$ cat src/core/ctp_pkg.sv
// Package of constants and types for the cell and temperature protector control
//
// Overview of operation
// - Voltage start captures limits, mode, masks
// - One overvoltage, one undervoltage limit shared
// - Inactive voltage channels ignored, masked ones skip undervoltage only
// - Voltage protector runs through sleep until stopped
// - Voltage running status high while operating
// - Overvoltage, undervoltage faults in register pairs
// - Balance done stops balancing in robin mode only, no fault
// - Five-bit hot, three-bit cold limits shared
// - Pin active only with ADC-plus-protector config
// - Ratio below hot limit flags hot fault
// - Ratio above cold limit flags cold fault
// - Missing thermistor reference flags hot and cold on every active pin
// - Temperature mode: stop, robin, self-test, lock
// - Robin steps all pins, fixed timing
// - Robin hot check uses balance hot limit
// - Self-test withholds measurements and detections
// - Lock mode fixes comparators on one pin
// - Temperature start captures limits, mode, configs
// - Temperature protector runs through sleep
// - Temperature running status high while operating
// - Hot and cold faults in separate registers
// - Balance hot pauses balancing, no fault
// - Voltage mode: stop, robin, self-test, lock
// - Below undervoltage or above overvoltage flags
// - Highest cell count implies lower channels active
package ctp_pkg;
    localparam int NUM_CELLS   = 16;              // Cell voltage channels
    localparam int NUM_PINS    = 8;               // Thermistor pins
    localparam int CELL_IDX_W  = 4;               // Cell index width
    localparam int PIN_IDX_W   = 3;               // Pin index width
    localparam int VLIM_W      = 8;               // Voltage limit code width
    localparam int HOT_W       = 5;               // Hot limit field width
    localparam int COLD_W      = 3;               // Cold limit field width
    localparam int BHOT_W      = 5;               // Balance hot limit width
    localparam int COOL_W      = 3;               // Cool-off hysteresis width
    localparam int CONF_W      = 3;               // Per-pin config width
    localparam int HALF_W      = 8;               // Fault register half width
    localparam int SLOT_NS     = 50;              // Dwell per channel in robin
    localparam int CLK_NS      = 50;              // Clock period
    localparam int SLOT_CYC    = (SLOT_NS + CLK_NS - 1) / CLK_NS; // Cycles per slot
    localparam logic [CONF_W-1:0] CONF_ADC_TEMP = 3'h2; // ADC plus protector input
    localparam logic [HALF_W-1:0] FAULT_RST     = 8'h00; // Fault reset value
    // Protector mode codes
    typedef enum logic [1:0] {
        CTP_MODE_STOP  = 2'h0,
        CTP_MODE_ROBIN = 2'h1,
        CTP_MODE_TEST  = 2'h2,
        CTP_MODE_LOCK  = 2'h3
    } ctp_mode_t;
    // One-hot run states
    typedef enum logic [2:0] {
        CTP_ST_IDLE = 3'h1,
        CTP_ST_RUN  = 3'h2,
        CTP_ST_TEST = 3'h4
    } ctp_state_t;
endpackage

$ cat src/core/ctp_chan_scan.sv
// Channel scanner: steps a channel index in fixed slots or holds a locked one
`timescale 1ns/1ns
module ctp_chan_scan #(
    parameter int IDX_W = 4,                      // Index width
    parameter int LAST  = 15                      // Highest index
) (
    input  wire logic             clk_i,          // Clock
    input  wire logic             rst_n_i,        // Async reset, active low
    input  wire logic             run_i,          // Scan enabled
    input  wire logic             lock_i,         // Hold locked channel
    input  wire logic [IDX_W-1:0] lock_sel_i,     // Locked channel
    output logic      [IDX_W-1:0] chan_o,         // Current channel
    output logic                  slot_end_o      // Last cycle of a slot
);
    import ctp_pkg::*;

    logic [IDX_W-1:0] chan_q, chan_d;             // Channel index
    logic [7:0]       tick_q, tick_d;             // Slot cycle counter

    assign slot_end_o = run_i && (tick_q == 8'(SLOT_CYC - 1));
    // Lock shows the locked channel from the very first slot
    assign chan_o     = lock_i ? lock_sel_i : chan_q;

    // Next index: fixed timing whatever channels are active
    always_comb begin
        tick_d = tick_q;
        chan_d = chan_q;
        if (!run_i) begin
            tick_d = 8'h00;
            chan_d = '0;
        end else if (lock_i) begin
            tick_d = slot_end_o ? 8'h00 : tick_q + 8'h01;
            chan_d = lock_sel_i;
        end else if (slot_end_o) begin
            tick_d = 8'h00;
            chan_d = (chan_q == IDX_W'(LAST)) ? '0 : chan_q + 1'b1;
        end else begin
            tick_d = tick_q + 8'h01;
        end
    end

    // Register index and counter
    always_ff @(posedge clk_i or negedge rst_n_i) begin
        if (!rst_n_i) begin
            chan_q <= '0;
            tick_q <= 8'h00;
        end else begin
            chan_q <= chan_d;
            tick_q <= tick_d;
        end
    end

    // Index stays in range
    a_scan_range: assert property (@(posedge clk_i) disable iff (!rst_n_i)
        chan_q <= IDX_W'(LAST)) else $error("Scan index out of range");
endmodule // ctp_chan_scan

$ cat src/core/ctp_protect_ctrl.sv
// Control and status of the cell voltage and thermistor protectors
`timescale 1ns/1ns
module ctp_protect_ctrl (
    input  wire logic                                  clk_i,       // Clock
    input  wire logic                                  rst_n_i,     // Async reset, active low
    // Voltage protector settings
    input  wire logic                                  volt_protect_start_i, // Start pulse
    input  wire logic [1:0]                            volt_protect_mode_i,  // Mode
    input  wire logic [ctp_pkg::VLIM_W-1:0]            overvoltage_limit_i,  // OV limit
    input  wire logic [ctp_pkg::VLIM_W-1:0]            undervoltage_limit_i, // UV limit
    input  wire logic [ctp_pkg::VLIM_W-1:0]            balance_done_limit_i, // Done limit
    input  wire logic [ctp_pkg::CELL_IDX_W-1:0]        highest_cell_field_i, // Top cell
    input  wire logic [ctp_pkg::HALF_W-1:0]            undervolt_mask_low_i, // UV mask 1-8
    input  wire logic [ctp_pkg::HALF_W-1:0]            undervolt_mask_high_i,// UV mask 9-16
    input  wire logic [ctp_pkg::CELL_IDX_W-1:0]        volt_lock_i,          // Locked cell
    // Per-cell voltage codes, flattened
    input  wire logic [ctp_pkg::NUM_CELLS*ctp_pkg::VLIM_W-1:0] cell_volt_i, // Cell codes
    // Temperature protector settings
    input  wire logic                                  temp_protect_start_i, // Start pulse
    input  wire logic [1:0]                            temp_protect_mode_i,  // Mode
    input  wire logic [ctp_pkg::HOT_W-1:0]             hot_limit_field_i,    // Hot limit
    input  wire logic [ctp_pkg::COLD_W-1:0]            cold_limit_field_i,   // Cold limit
    input  wire logic [ctp_pkg::BHOT_W-1:0]            balance_hot_limit_i,  // Balance hot
    input  wire logic [ctp_pkg::COOL_W-1:0]            cool_off_hyst_i,      // Hysteresis
    input  wire logic [ctp_pkg::NUM_PINS*ctp_pkg::CONF_W-1:0] pin_config_i, // Pin configs
    input  wire logic [ctp_pkg::PIN_IDX_W-1:0]         temp_channel_lock_i,  // Locked pin
    input  wire logic                                  thermistor_reference_i, // Ref on
    // Pin ratio codes, 5 bits each, flattened
    input  wire logic [ctp_pkg::NUM_PINS*ctp_pkg::HOT_W-1:0] pin_ratio_i,  // Pin ratios
    input  wire logic                                  shutdown_i,   // Device shutdown
    input  wire logic                                  fault_clear_i,// Clear faults pulse
    // Status
    output logic                                       volt_protect_running_o, // Volt run
    output logic                                       temp_protect_running_o, // Temp run
    output logic [ctp_pkg::HALF_W-1:0]                 overvolt_fault_low_o,   // OV 1-8
    output logic [ctp_pkg::HALF_W-1:0]                 overvolt_fault_high_o,  // OV 9-16
    output logic [ctp_pkg::HALF_W-1:0]                 undervolt_fault_low_o,  // UV 1-8
    output logic [ctp_pkg::HALF_W-1:0]                 undervolt_fault_high_o, // UV 9-16
    output logic [ctp_pkg::NUM_PINS-1:0]               hot_fault_reg_o,        // Hot faults
    output logic [ctp_pkg::NUM_PINS-1:0]               cold_fault_reg_o,       // Cold faults
    output logic [ctp_pkg::NUM_CELLS-1:0]              balance_stop_o,         // Done stops
    output logic [ctp_pkg::NUM_PINS-1:0]               balance_pause_o         // Hot pauses
);
    import ctp_pkg::*;

    // Captured voltage settings
    logic [VLIM_W-1:0]     ov_lim_q, ov_lim_d;     // OV limit copy
    logic [VLIM_W-1:0]     uv_lim_q, uv_lim_d;     // UV limit copy
    logic [VLIM_W-1:0]     done_lim_q, done_lim_d; // Done limit copy
    logic [1:0]            vmode_q, vmode_d;       // Voltage mode copy
    logic [NUM_CELLS-1:0]  cell_act_q, cell_act_d; // Active cells
    logic [NUM_CELLS-1:0]  uv_en_q, uv_en_d;       // UV enabled cells
    logic [CELL_IDX_W-1:0] vlock_q, vlock_d;       // Locked cell copy
    ctp_state_t            vst_q, vst_d;           // Voltage run state
    // Captured temperature settings
    logic [HOT_W-1:0]      hot_lim_q, hot_lim_d;   // Hot limit copy
    logic [COLD_W-1:0]     cold_lim_q, cold_lim_d; // Cold limit copy
    logic [BHOT_W-1:0]     bhot_q, bhot_d;         // Balance hot copy
    logic [COOL_W-1:0]     cool_q, cool_d;         // Hysteresis copy
    logic [1:0]            tmode_q, tmode_d;       // Temp mode copy
    logic [NUM_PINS-1:0]   pin_act_q, pin_act_d;   // Active pins
    logic [PIN_IDX_W-1:0]  tlock_q, tlock_d;       // Locked pin copy
    ctp_state_t            tst_q, tst_d;           // Temp run state
    // Results
    logic [NUM_CELLS-1:0]  ov_q, ov_d;             // OV faults
    logic [NUM_CELLS-1:0]  uv_q, uv_d;             // UV faults
    logic [NUM_PINS-1:0]   hot_q, hot_d;           // Hot faults
    logic [NUM_PINS-1:0]   cold_q, cold_d;         // Cold faults
    logic [NUM_CELLS-1:0]  bstop_q, bstop_d;       // Balance stops
    logic [NUM_PINS-1:0]   bpause_q, bpause_d;     // Balance pauses
    // Scanner outputs
    logic [CELL_IDX_W-1:0] vchan;                  // Current cell
    logic [PIN_IDX_W-1:0]  tchan;                  // Current pin
    logic                  vslot, tslot;           // Slot ends
    logic                  vscan, tscan;           // Scanners running
    // Decoded per-channel values
    logic [NUM_CELLS-1:0]  act_dec;                // Active from top cell
    logic [NUM_PINS-1:0]   pin_dec;                // Active from configs
    logic [VLIM_W-1:0]     vcur;                   // Current cell code
    logic [HOT_W-1:0]      rcur;                   // Current pin ratio

    // Per-cell active decode from highest cell, per-pin config decode
    genvar g;
    generate
        for (g = 0; g < NUM_CELLS; g++) begin : g_cell
            assign act_dec[g] = (CELL_IDX_W'(g) <= highest_cell_field_i);
        end
        for (g = 0; g < NUM_PINS; g++) begin : g_pin
            assign pin_dec[g] = (pin_config_i[g*CONF_W +: CONF_W] == CONF_ADC_TEMP);
        end
    endgenerate

    assign vcur = cell_volt_i[vchan*VLIM_W +: VLIM_W];
    assign rcur = pin_ratio_i[tchan*HOT_W +: HOT_W];
    assign vscan = (vst_q == CTP_ST_RUN);
    assign tscan = (tst_q == CTP_ST_RUN);

    // Voltage channel scanner
    ctp_chan_scan #(.IDX_W(CELL_IDX_W), .LAST(NUM_CELLS - 1)) u_vscan (
        .clk_i      (clk_i),
        .rst_n_i    (rst_n_i),
        .run_i      (vscan),
        .lock_i     (vmode_q == CTP_MODE_LOCK),
        .lock_sel_i (vlock_q),
        .chan_o     (vchan),
        .slot_end_o (vslot)
    );

    // Temperature channel scanner
    ctp_chan_scan #(.IDX_W(PIN_IDX_W), .LAST(NUM_PINS - 1)) u_tscan (
        .clk_i      (clk_i),
        .rst_n_i    (rst_n_i),
        .run_i      (tscan),
        .lock_i     (tmode_q == CTP_MODE_LOCK),
        .lock_sel_i (tlock_q),
        .chan_o     (tchan),
        .slot_end_o (tslot)
    );

    // Voltage protector: capture on start, run until stop or shutdown
    always_comb begin
        ov_lim_d   = ov_lim_q;
        uv_lim_d   = uv_lim_q;
        done_lim_d = done_lim_q;
        vmode_d    = vmode_q;
        cell_act_d = cell_act_q;
        uv_en_d    = uv_en_q;
        vlock_d    = vlock_q;
        vst_d      = vst_q;
        if (volt_protect_start_i) begin
            // Snapshot; later edits wait for the next start
            ov_lim_d   = overvoltage_limit_i;
            uv_lim_d   = undervoltage_limit_i;
            done_lim_d = balance_done_limit_i;
            vmode_d    = volt_protect_mode_i;
            cell_act_d = act_dec;
            uv_en_d    = ~{undervolt_mask_high_i, undervolt_mask_low_i};
            vlock_d    = volt_lock_i;
            case (volt_protect_mode_i)
                CTP_MODE_STOP:  vst_d = CTP_ST_IDLE;
                CTP_MODE_TEST:  vst_d = CTP_ST_TEST;
                default:        vst_d = CTP_ST_RUN;
            endcase
        end
        // Sleep does not stop it; only a start in stop mode or shutdown does
        if (shutdown_i) begin
            vst_d = CTP_ST_IDLE;
        end
    end

    // Temperature protector: capture on start, run until stop or shutdown
    always_comb begin
        hot_lim_d  = hot_lim_q;
        cold_lim_d = cold_lim_q;
        bhot_d     = bhot_q;
        cool_d     = cool_q;
        tmode_d    = tmode_q;
        pin_act_d  = pin_act_q;
        tlock_d    = tlock_q;
        tst_d      = tst_q;
        if (temp_protect_start_i) begin
            hot_lim_d  = hot_limit_field_i;
            cold_lim_d = cold_limit_field_i;
            bhot_d     = balance_hot_limit_i;
            cool_d     = cool_off_hyst_i;
            tmode_d    = temp_protect_mode_i;
            pin_act_d  = pin_dec;
            tlock_d    = temp_channel_lock_i;
            case (temp_protect_mode_i)
                CTP_MODE_STOP:  tst_d = CTP_ST_IDLE;
                CTP_MODE_TEST:  tst_d = CTP_ST_TEST;
                default:        tst_d = CTP_ST_RUN;
            endcase
        end
        if (shutdown_i) begin
            tst_d = CTP_ST_IDLE;
        end
    end

    // Detection: one bit per channel, faults sticky until cleared, set wins
    always_comb begin
        ov_d     = fault_clear_i ? '0 : ov_q;
        uv_d     = fault_clear_i ? '0 : uv_q;
        hot_d    = fault_clear_i ? '0 : hot_q;
        cold_d   = fault_clear_i ? '0 : cold_q;
        bstop_d  = bstop_q;
        bpause_d = bpause_q;
        if (volt_protect_start_i) begin
            bstop_d = '0;
        end
        if (temp_protect_start_i) begin
            bpause_d = '0;
        end
        // Voltage checks, only on active cells
        if (vslot && cell_act_q[vchan]) begin
            if (vcur > ov_lim_q) begin
                ov_d[vchan] = 1'b1;
            end
            if (uv_en_q[vchan] && (vcur < uv_lim_q)) begin
                uv_d[vchan] = 1'b1;
            end
            // Done crossing stops balancing only, never a fault
            if (vmode_q == CTP_MODE_ROBIN && vcur < done_lim_q) begin
                bstop_d[vchan] = 1'b1;
            end
        end
        // Temperature checks; self-test state never scans
        if (tslot && pin_act_q[tchan]) begin
            if (!thermistor_reference_i) begin
                hot_d  = hot_d | pin_act_q;
                cold_d = cold_d | pin_act_q;
            end else begin
                if (rcur < hot_lim_q) begin
                    hot_d[tchan] = 1'b1;
                end
                if (rcur > HOT_W'(cold_lim_q)) begin
                    cold_d[tchan] = 1'b1;
                end
                // Balance hot pauses; releases past the cool-off band
                if (tmode_q == CTP_MODE_ROBIN) begin
                    if (rcur < bhot_q) begin
                        bpause_d[tchan] = 1'b1;
                    // One spare bit so limit plus hysteresis cannot wrap
                    end else if ({1'b0, rcur} >= {1'b0, bhot_q} + (BHOT_W + 1)'(cool_q)) begin
                        bpause_d[tchan] = 1'b0;
                    end
                end
            end
        end
    end

    // Register all state
    always_ff @(posedge clk_i or negedge rst_n_i) begin
        if (!rst_n_i) begin
            ov_lim_q   <= '0;
            uv_lim_q   <= '0;
            done_lim_q <= '0;
            vmode_q    <= CTP_MODE_STOP;
            cell_act_q <= '0;
            uv_en_q    <= '0;
            vlock_q    <= '0;
            vst_q      <= CTP_ST_IDLE;
            hot_lim_q  <= '0;
            cold_lim_q <= '0;
            bhot_q     <= '0;
            cool_q     <= '0;
            tmode_q    <= CTP_MODE_STOP;
            pin_act_q  <= '0;
            tlock_q    <= '0;
            tst_q      <= CTP_ST_IDLE;
            ov_q       <= '0;
            uv_q       <= '0;
            hot_q      <= '0;
            cold_q     <= '0;
            bstop_q    <= '0;
            bpause_q   <= '0;
        end else begin
            ov_lim_q   <= ov_lim_d;
            uv_lim_q   <= uv_lim_d;
            done_lim_q <= done_lim_d;
            vmode_q    <= vmode_d;
            cell_act_q <= cell_act_d;
            uv_en_q    <= uv_en_d;
            vlock_q    <= vlock_d;
            vst_q      <= vst_d;
            hot_lim_q  <= hot_lim_d;
            cold_lim_q <= cold_lim_d;
            bhot_q     <= bhot_d;
            cool_q     <= cool_d;
            tmode_q    <= tmode_d;
            pin_act_q  <= pin_act_d;
            tlock_q    <= tlock_d;
            tst_q      <= tst_d;
            ov_q       <= ov_d;
            uv_q       <= uv_d;
            hot_q      <= hot_d;
            cold_q     <= cold_d;
            bstop_q    <= bstop_d;
            bpause_q   <= bpause_d;
        end
    end

    // Status outputs from flip-flops
    assign volt_protect_running_o = (vst_q != CTP_ST_IDLE);
    assign temp_protect_running_o = (tst_q != CTP_ST_IDLE);
    assign overvolt_fault_low_o   = ov_q[HALF_W-1:0];
    assign overvolt_fault_high_o  = ov_q[NUM_CELLS-1:HALF_W];
    assign undervolt_fault_low_o  = uv_q[HALF_W-1:0];
    assign undervolt_fault_high_o = uv_q[NUM_CELLS-1:HALF_W];
    assign hot_fault_reg_o        = hot_q;
    assign cold_fault_reg_o       = cold_q;
    assign balance_stop_o         = bstop_q;
    assign balance_pause_o        = bpause_q;

    // Start in a running mode sets running next cycle
    a_vrun_start: assert property (@(posedge clk_i) disable iff (!rst_n_i)
        (volt_protect_start_i && volt_protect_mode_i != 2'h0 && !shutdown_i)
        |=> volt_protect_running_o) else $error("Voltage run not set");
    a_trun_start: assert property (@(posedge clk_i) disable iff (!rst_n_i)
        (temp_protect_start_i && temp_protect_mode_i == 2'h0)
        |=> !temp_protect_running_o) else $error("Temp stop failed");
    a_vlim_hold: assert property (@(posedge clk_i) disable iff (!rst_n_i)
        !volt_protect_start_i |=> $stable(ov_lim_q) && $stable(uv_lim_q))
        else $error("Voltage limits changed without start");
    a_tlim_hold: assert property (@(posedge clk_i) disable iff (!rst_n_i)
        !temp_protect_start_i |=> $stable(hot_lim_q) && $stable(pin_act_q))
        else $error("Temp settings changed without start");
    a_inactive_ov: assert property (@(posedge clk_i) disable iff (!rst_n_i)
        (vslot && !cell_act_q[vchan] && !ov_q[vchan]) |=> !ov_q[$past(vchan)])
        else $error("Inactive cell flagged");
    a_ov_detect: assert property (@(posedge clk_i) disable iff (!rst_n_i)
        (vslot && cell_act_q[vchan] && vcur > ov_lim_q && !fault_clear_i)
        |=> ov_q[$past(vchan)]) else $error("Overvoltage missed");
    a_thermistor_reference_all: assert property (@(posedge clk_i) disable iff (!rst_n_i)
        (tslot && pin_act_q[tchan] && !thermistor_reference_i)
        |=> ((hot_q & pin_act_q) == pin_act_q)) else $error("Ref fault missing");
    a_test_quiet: assert property (@(posedge clk_i) disable iff (!rst_n_i)
        (tst_q == CTP_ST_TEST) |-> !tslot) else $error("Self-test detected");
    a_hot_detect: assert property (@(posedge clk_i) disable iff (!rst_n_i)
        (tslot && pin_act_q[tchan] && thermistor_reference_i && rcur < hot_lim_q
         && !fault_clear_i) |=> hot_q[$past(tchan)]) else $error("Hot missed");
    a_done_nofault: assert property (@(posedge clk_i) disable iff (!rst_n_i)
        (vslot && vcur < done_lim_q && vcur >= uv_lim_q && !uv_q[vchan])
        |=> !uv_q[$past(vchan)]) else $error("Done flagged as fault");
endmodule // ctp_protect_ctrl

$ cat config.mk
export PLATFORM = sky130hd
export DESIGN_NAME = ctp_protect_ctrl
export DESIGN_NICKNAME = d
export VERILOG_FILES = /design/src/core/ctp_pkg.sv /design/src/core/ctp_chan_scan.sv /design/src/core/ctp_protect_ctrl.sv
export SDC_FILE = /design/constraint.sdc
export NUM_CORES = 1
export LEC_CHECK = 0
export ABC_CLOCK_PERIOD_IN_PS = 5800
export BUFFER_PORTS_ARGS = -buffer_cell sky130_fd_sc_hd__buf_2
export CORE_UTILIZATION = 45
export DETAILED_ROUTE_END_ITERATION = 6
export GPL_TIMING_DRIVEN = 0
export PLACE_DENSITY = 0.72
export SLEW_MARGIN = 20
export SYNTH_ARGS = -nofsm -noshare
export SYNTH_HDL_FRONTEND = slang
export SYNTH_HIERARCHICAL = 1
export SYNTH_SLANG_ARGS = --single-unit
$ cat constraint.sdc
create_clock -name clk_i -period 5.8 [get_ports clk_i]
set_input_delay 1.16 -clock clk_i [delete_from_list [all_inputs] [get_ports clk_i]]
set_output_delay 1.16 -clock clk_i [all_outputs]
set_load 0.1 [all_outputs]
==> results.cfg, run 1 <==
[die]
chipHeight_um = 157.1
boundaryPins = 344
die_area_um2 = 24680
coreArea_um2 = 23540
rows = 56
initial_core_util_pct = 45.97
die_width_um = 157.1

[logic_synthesis]
synth_nets = 1347
netlist_area_um2 = 10820
seq_area_frac_synth_pct = 44.42
synth_top_area_cell = dfrtp_1
synth-async-reset-ratio_pct = 100.0
yosys_warnings = 6
synth_cells = 1028
yosys-top-cells-area = dfrtp_1 44%, mux4_2 9.8%, ha_1 5.5%
synth_edf_count = 0
synth-seq-cells = 192
yosysUniqueCellTypes = 77
synthFlopType = dfrtp_1
synth_top_area_share_pct = 43.93
syn_avg_cell_area_um2 = 10.53

[critical_path]
startpoint_type = flip-flop
r2r_slack_ps = 320
arrival_ps = 5780
endpoint_kind = flip-flop
critical_path_required_ps = 6090
crit_path_max_fanout = 10
path_class = reg -> reg

[timing]
layout_min_cycle_time_ps = 5484
slew_violations = 0
fmax_mhz = 182.4
hold_viol_final = 0
setup_violations = 0
rsz0062_at_grt = false
max-slew-margin-rel_pct = 33.97
fin_ws_ps = 316.3
finalSetupTns_ps = 0
tightest_slew_ps = 983.0
period_share_pct = 94.55
clock_skew_ps = 15.16

[clocking]
hold_buffers = 0
clk-insertion-delay-late_ps = 440
clkTransAtPathRegs_ps = 80
cts.sinks = 192
clockBufferDepth = 2
cts_buffers = 17
cts_setup_buffers = 0
root_buffer = clkbuf_16
cts_tree = built
cts_resized = 0
htreeDepth = 4

[outcome]
outcome = finished, final reports clean

[worst_hold_path]
worst_hold_path_type = reg -> reg

[global_route]
track_usage_pct = 28.50
grt_start_max_net_pins = 89
grt_pass1_wl_um = 52460
antenna_found_initial = 8
grt_overflow = 0
grt_pass1_vias = 9811

[pwr]
irDropWorstVdd_mv = 0.1623
p_per_area_nw_per_um2 = 246.3
leakagePower_nw = 6.364

[detailed_routing]
vias = 9746
antenna_left = 0
initialDrtViolationCount = 570
drc = 0
drtPass1Iterations = 5
vias_per_cell = 5.634
drt_wl_total_um = 34660
wire_per_inst_um = 20.03

[placement]
dpl-instance-area_um2 = 12990
portBuffers = 340
dp_slack_ps = 341.5
gp_congestion = 0.9882
placed_cells = 1689
hpwl_um = 27420

[final_layout]
nNetsFinal = 1708
final_cell_count_no_fill = 1730
fill_cells = 2051
areaGrowthSynthToFinish_pct = 25.86
stdcell_area_um2 = 13620
layout_commonest_cell = buf_2
multi_input_area_um2 = 5364
final_cell_mix = 348 x buf_2, 190 x dfrtp_1, 102 x inv_1
final_util_pct = 57.86
drive_gt1_share_pct = 35.02
regArea_um2 = 4807

[job]
drv_cap = 0
## sequential cells by signal, indices dropped and copies added, names as in the netlist, 4 cells and up
name              flops
vlock_q               4
cell_act_q           16
uv_q                 16
hot_fault_reg_o       8
u_tscan/tick_q        8
done_lim_q            8
hot_lim_q             5
balance_stop_o       16
ov_q                 16
ov_lim_q              8
pin_act_q             8
bhot_q                5
balance_pause_o       8
uv_en_q              16
cold_fault_reg_o      8
uv_lim_q              8
u_vscan/tick_q        8
u_vscan/chan_q        4
## layout make-up
class                   instances  area share [%]
diodes                          9          0.1653
plain buffers                  58           1.956
clock buffers                  17           3.123
clock inverters                15           1.323
inverters                     104           2.866
multi-input cells             674           39.38
flip-flops and latches        192           35.29
well taps                     319           2.930
repair buffers                342           12.97
## worst paths after layout
check / depth (start not counted) / startpoint / end
worst min register to register: 1 / cell_act_q[0] / cell_act_q[0]
worst max-delay path: 16 / vmode_q[0] / ov_q[14]
worst min-delay path: 1 / cell_act_q[0] / cell_act_q[0]
worst max register to register: 16 / vmode_q[0] / ov_q[14]
min in group asynchronous: 1 / rst_n_i / cool_q[0]
max in group asynchronous: 3 / rst_n_i / cell_act_q[0]
## cells in the mapped netlist, drive strengths merged (4+ instances only)
master and count:
or3b 5, nor3b 5, or3 8, nand3 35
and3 4, inv 103, xor2 5, nor3 6
a21o 10, dfrtp 190, nand3b 6, mux2i 8
nand4 9, xnor2 4, buf 22, a31oi 8
nand2 78, a21oi 49, ha 48, o2bb2ai 18
mux2 23, clkbuf 36, o32ai 12, and2 9
nor2 55, o22ai 38, nor2b 30, or2 4
o21ai 70, nor4 11, a22oi 4, nand2b 14
mux4 47, a221o 16
## kinds of logic (layout without fill, tap and decap cells)
group	after synthesis	after routing	share of synthesized area, %
flops	192	192	44.42
other cells	0	9	0
compound gates	251	251	16.29
simple gates	287	287	13.85
mux	78	78	12.91
xor+xnor	9	9	0.7283
fa+ha+maj	49	49	5.734
buf+inv	162	536	6.069
## critical path, cell delays in order, from the launching register on
cell,delay (ps)
dfrtp_1,380
inv_1,60
nor2_1,80
clkbuf_1,320
mux2_2,240
clkbuf_1,380
buf_2,370
clkbuf_1,570
mux4_2,450
mux4_2,560
ha_1,320
a21o_1,180
a21oi_1,190
nand2b_1,80
o21ai_1,530
clkbuf_1,450
o22ai_1,180
## per-layer routing
| metal | GRT usage [%] | wire [um] |
|---|---|---|
| met1 | 30.65 | 12820 |
| met4 | 19.37 | 2239 |
| met2 | 50.84 | 17600 |
| met3 | 5.369 | 2001 |
| met5 | 0 | 0 |
## stage by stage
| stage | total power [W] | hold slack (ps) |
|---|---|---|
| after CTS | 0.003367 | 481.1 |
| after detailed placement | 0.002173 | 455.7 |
| after floorplan | 0.001889 | 439.2 |
| final | 0.003356 | 480.1 |
| after global placement | 0.002145 | 457.6 |
| after global routing | 0.003496 | 500.0 |
## report_power, final
part / leakage, nW / internal (W) / switching, W / total [W]
Sequential: 2.48 / 0.00140 / 0.0000332 / 0.00143
Clock: 0.289 / 0.000589 / 0.000614 / 0.00120
Combinational: 3.59 / 0.000309 / 0.000414 / 0.000724
Total: 6.36 / 0.00229 / 0.00106 / 0.00336
No activity file was read; power rests on OpenSTA's default activity.
==> inputs of run 2 (changes only) <==
--- a/config.mk
+++ b/config.mk
@@ -8,6 +8,7 @@
 export ABC_CLOCK_PERIOD_IN_PS = 5800
 export BUFFER_PORTS_ARGS = -buffer_cell sky130_fd_sc_hd__buf_2
 export CORE_UTILIZATION = 45
+export CTS_BUF_LIST = sky130_fd_sc_hd__clkbuf_2 sky130_fd_sc_hd__clkbuf_4 sky130_fd_sc_hd__clkbuf_8
 export DETAILED_ROUTE_END_ITERATION = 6
 export GPL_TIMING_DRIVEN = 0
 export PLACE_DENSITY = 0.72
==> run 2 against run 1 <==
  * Sequential share of layout area is 0.51 points higher
  * Global-route usage is 0.12 points lower
  * Flip-flop and latch count stayed put
  * Hold slack better by 8.4 ps
  * Combinational power hardly changed
  * Non-clock buffer count stayed put
  * Clock power is 24% lower
  * Wire length is 0.58% lower
  * Register-to-register slack better by 40 ps
  * Cell area is 1.4% lower
  * Die area stayed put
  * Power is 8.8% lower
  * Critical endpoint is now ov_q[11]
==> results.cfg, run 2 (synthesis gave the netlist of run 1 again) <==
[critical_path]
worstSetupStartpoint = vmode_q[1]
path_class = reg -> reg
r2r_cells = 16
startpoint_type = flip-flop
r2r_slack_ps = 360
r2r_start = vmode_q[1]
crit_end = ov_q[11]
arrival_ps = 5770
crit_path_max_fanout = 10
endpoint_kind = flip-flop
worstReg2RegEnd = ov_q[11]
critical_path_required_ps = 6130

[die]
initial_core_util_pct = 45.97
chipHeight_um = 157.1
die_area_um2 = 24680
die_width_um = 157.1
rows = 56
boundaryPins = 344
coreArea_um2 = 23540

[pwr]
p_switching_w = 0.001021
pwr-share-seq_pct = 46.7
pwr-share-clk_pct = 29.7
swShare_pct = 33.35
p_per_area_nw_per_um2 = 228.0
irDropWorstVdd_mv = 0.1208
intPower_w = 0.002041
pwr-share-comb_pct = 23.6
leakagePower_nw = 6.277

[final_layout]
final_cell_mix = 348 x buf_2, 190 x dfrtp_1, 102 x inv_1
areaGrowthSynthToFinish_pct = 24.07
final_cell_count_no_fill = 1729
drive_gt1_share_pct = 35.02
layout_commonest_cell = buf_2
nNetsFinal = 1708

[global_route]
track_usage_pct = 28.38
grt_pass1_wl_um = 52230
grt_overflow = 0
antenna_found_initial = 8
grt_start_max_net_pins = 89
grt_pass1_vias = 9870

[clocking]
clk-insertion-delay-late_ps = 470
cts_setup_buffers = 0
cts_resized = 0
cts.sinks = 192
cts_tree = built
hold_buffers = 0
clkTransAtPathRegs_ps = 110
cts_buffers = 17
htreeDepth = 4
root_buffer = clkbuf_8
clockBufferDepth = 2

[detailed_routing]
drt_wl_total_um = 34460
drtPass1Iterations = 7
wire_per_inst_um = 19.93
antenna_left = 0
vias = 9701
initialDrtViolationCount = 577
drc = 0
vias_per_cell = 5.611

[timing]
hold_viol_final = 0
fin_ws_ps = 359.4
tightest_slew_ps = 952.0
finalSetupTns_ps = 0
setup_violations = 0
period_share_pct = 93.80
layout_min_cycle_time_ps = 5441
slew_violations = 0
max-slew-margin-rel_pct = 36.05
clock_skew_ps = 20.81
fmax_mhz = 183.8
rsz0062_at_grt = false

[placement]
portBuffers = 340
gp_congestion = 0.9882
placed_cells = 1689
dp_slack_ps = 341.5
hpwl_um = 27420

[worst_hold_path]
worst_hold_path_type = reg -> reg
whs_path_depth = 1

[job]
drv_cap = 0

[outcome]
outcome = finished, final reports clean
-- run 2: changes by cell type in the layout (fill, tap and decap cells not counted) --
cell and delta:
clkbuf_8 +17, diode_2 -1, clkbuf_16 -17
-- run 2: how the worst min path moves through the flow --
stage | slack [ps] | from | end
floorplan | 440 | cell_act_q[0] | cell_act_q[0]
global placement | 460 | cell_act_q[0] | cell_act_q[0]
detailed placement | 460 | cell_act_q[0] | cell_act_q[0]
CTS | 490 | cell_act_q[0] | cell_act_q[0]
global route | 510 | cell_act_q[0] | cell_act_q[0]
finish | 490 | cell_act_q[0] | cell_act_q[0]
-- run 2: power by group through the flow --
stage	sequential [W]	clock (W)	combinational [W]
2_1_floorplan	0.00145	0	0.000437
3_3_place_gp	0.00145	0	0.000692
3_5_place_dp	0.00145	0	0.000718
4_1_cts	0.00143	0.000928	0.000721
5_1_grt	0.00144	0.000975	0.000794
6_report	0.00143	0.000910	0.000723
-- run 2: area by class of cell --
type                       instances  area, um2
antenna                            8      20.02
tap                              319      399.1
sequential                       192       4807
buffer                            58      266.5
timing repair buffer             342       1767
inverter                         104      390.4
clock inverter                    15      180.2
fill                            2069      10110
clock buffer                      17      234.0
multi-input combinational        674       5364
-- run 2: worst max-delay path, cell delays in order (launching register included) --
cell and delay, ps:
dfrtp_1 370, inv_1 50, nor2_1 90, clkbuf_1 320, mux2_2 230, clkbuf_1 370, buf_2 370, clkbuf_1 580
mux4_2 450, mux4_2 560, ha_1 320, a21o_1 180, a21oi_1 180, nand2b_1 80, o21ai_1 540, clkbuf_1 440
o22ai_1 170
-- run 2: metrics by stage --
step,total power [W],area [um2],hold slack (ps),utilization [%]
final,0.003062,13430,488.5,57.04
after global routing,0.003206,13430,508.7,57.04
after CTS,0.003077,13400,488.6,56.93
after detailed placement,0.002173,12990,455.7,55.17
after global placement,0.002145,12920,457.6,54.89
after floorplan,0.001889,10820,439.2,-
-- run 2: metal layers --
layer / up-vias / wire length [um] / GRT usage [%] / part of all wire, %
met2: 450 / 17310 / 50.39 / 50
met1: 4670 / 12650 / 30.37 / 37
li1: 4470 / - / - / -
met4: 0 / 2378 / 20.11 / 6.9
met5: - / 0 / 0 / 0
met3: 111 / 2121 / 5.396 / 6.2
==> inputs of run 3 (changes only) <==
--- a/config.mk
+++ b/config.mk
@@ -6,7 +6,7 @@
 export NUM_CORES = 1
 export LEC_CHECK = 0
 export ABC_CLOCK_PERIOD_IN_PS = 5800
-export BUFFER_PORTS_ARGS = -buffer_cell sky130_fd_sc_hd__buf_2
+export BUFFER_PORTS_ARGS = -buffer_cell sky130_fd_sc_hd__buf_4
 export CORE_UTILIZATION = 45
 export CTS_BUF_LIST = sky130_fd_sc_hd__clkbuf_2 sky130_fd_sc_hd__clkbuf_4 sky130_fd_sc_hd__clkbuf_8
 export DETAILED_ROUTE_END_ITERATION = 6
==> run 3 against run 2 <==
  * Core utilization is 3.7 points higher
  * Clock skew barely moved
  * Largest power group unchanged
  * Critical endpoint is now ov_q[14]
  * Register-to-register slack better by 30 ps
  * Highest routed layer unchanged
  * Critical path depth did not move
  * First-iteration DRC count down 2.9%
  * Die area unchanged
==> results.cfg, run 3 (synthesis gave the netlist of run 1 again) <==
[timing]
setup_violations = 0
period_share_pct = 93.35
fmax_mhz = 184.7
clock_skew_ps = 21.27
hold_viol_final = 0
max-slew-margin-rel_pct = 33.76
tightest_slew_ps = 991.5
rsz0062_at_grt = false
slew_violations = 0
finalSetupTns_ps = 0
layout_min_cycle_time_ps = 5414

[critical_path]
crit_path_max_fanout = 10
worstReg2RegEnd = ov_q[14]
endpoint_kind = flip-flop
arrival_ps = 5750
r2r_start = vmode_q[0]
r2r_cells = 16
worstSetupStartpoint = vmode_q[0]
path_class = reg -> reg
startpoint_type = flip-flop
critical_path_required_ps = 6140
crit_end = ov_q[14]
r2r_slack_ps = 390

[detailed_routing]
drt_wl_total_um = 34520
vias_per_cell = 5.591
drc = 0
antenna_left = 0
vias = 9622
wire_per_inst_um = 20.06
initialDrtViolationCount = 560
drtPass1Iterations = 5

[die]
initial_core_util_pct = 45.97
chipHeight_um = 157.1
coreArea_um2 = 23540
die_width_um = 157.1
die_area_um2 = 24680
boundaryPins = 344
rows = 56

[clocking]
root_buffer = clkbuf_8
clockBufferDepth = 2
cts_tree = built
hold_buffers = 0
cts.sinks = 192
clk-insertion-delay-late_ps = 490
cts_buffers = 17
cts_setup_buffers = 0
cts_resized = 0
htreeDepth = 4
clkTransAtPathRegs_ps = 110

[outcome]
outcome = finished, final reports clean

[placement]
portBuffers = 340
gp_congestion = 0.9273
hpwl_um = 27860

[final_layout]
drive_gt1_share_pct = 34.95
layout_commonest_cell = buf_4
areaGrowthSynthToFinish_pct = 32.05
final_util_pct = 60.70
final_cell_mix = 341 x buf_4, 190 x dfrtp_1, 102 x inv_1
fill_cells = 2049
n_antenna_cell = 0
regArea_um2 = 4807
multi_input_area_um2 = 5359
nNetsFinal = 1708

[global_route]
track_usage_pct = 28.47
grt_pass1_wl_um = 52390
grt_pass1_vias = 9885
antenna_found_initial = 0
grt_start_max_net_pins = 79
grt_overflow = 0

[pwr]
pwr-share-comb_pct = 24.2
pwr-share-clk_pct = 30.6
swShare_pct = 32.24
irDropWorstVdd_mv = 0.1258
intPower_w = 0.002141
p_per_area_nw_per_um2 = 221.1
p_switching_w = 0.001019
pwr-share-seq_pct = 45.2
leakagePower_nw = 6.520

[worst_hold_path]
worst_hold_path_type = reg -> reg

[job]
drv_cap = 0
## run 3: cell types whose count changed in the layout (fill, tap and decap cells not counted), moves of 2 or more
cell and change:
buf_2 -339, diode_2 -8, buf_4 +339, clkinvlp_4 -2
## run 3: how the worst min path moves through the flow
| stage | startpoint | end | slack (ps) | cells past startpoint |
|---|---|---|---|---|
| 2_1_floorplan | cell_act_q[0] | cell_act_q[0] | 440 | 1 |
| 3_3_place_gp | cell_act_q[0] | cell_act_q[0] | 460 | 1 |
| 3_5_place_dp | cell_act_q[0] | cell_act_q[0] | 460 | 1 |
| 4_1_cts | cell_act_q[0] | cell_act_q[0] | 490 | 1 |
| 5_1_grt | balance_stop_o[7] | balance_stop_o[7] | 520 | 1 |
| 6_report | cell_act_q[0] | cell_act_q[0] | 490 | 1 |
## run 3: stage by stage
| step | hold WS, ps | power (W) | area (um2) | worst slack, ps | instances |
|---|---|---|---|---|---|
| 6_report | 491.5 | 0.003160 | 14290 | 385.6 | 1721 |
| 5_1_grt | 520.3 | 0.003314 | 14290 | 30.67 | 1721 |
| 4_1_cts | 491.6 | 0.003186 | 14290 | 328.5 | 1721 |
| 3_5_place_dp | 458.6 | 0.002221 | 13840 | 339.4 | 1689 |
| 3_3_place_gp | 460.6 | 0.002195 | 13770 | 322.6 | 1687 |
| 2_1_floorplan | 439.2 | 0.001889 | 10820 | 1613 | 1028 |
## run 3: critical path, stage by stage (launching register included)
cell      delay (ps)
dfrtp_1          380
inv_1             60
nor2_1            80
clkbuf_1         310
mux2_2           240
clkbuf_1         400
buf_2            380
clkbuf_1         580
mux4_2           440
mux4_2           550
ha_1             320
a21o_1           180
a21oi_1          190
nand2b_1          80
o21ai_1          500
clkbuf_1         420
o22ai_1          160
## run 3: power groups by stage
stage	logic [W]	registers, W	clock network [W]
2_1_floorplan	0.000437	0.00145	0
3_3_place_gp	0.000742	0.00145	0
3_5_place_dp	0.000766	0.00145	0
4_1_cts	0.000769	0.00143	0.000989
5_1_grt	0.000843	0.00144	0.00104
6_report	0.000765	0.00143	0.000967
## run 3: final cells by class
cell class              instances  share of cell area (%)
multi-input cells             674                   37.50
clock buffers                  17                   1.637
plain buffers                  58                   1.865
inverters                     104                   2.732
flip-flops and latches        192                   33.64
clock inverters                15                   1.541
repair buffers                342                   18.30
well taps                     319                   2.793
## run 3: metal layers
layer  vias up  GRT usage (%)  wire length [um]
li1       4465              -                 -
met5         -              0                 0
met3        78          5.231              2409
met4         0          17.98              2031
met1      4607          31.40             12470
met2       472          50.65             17610
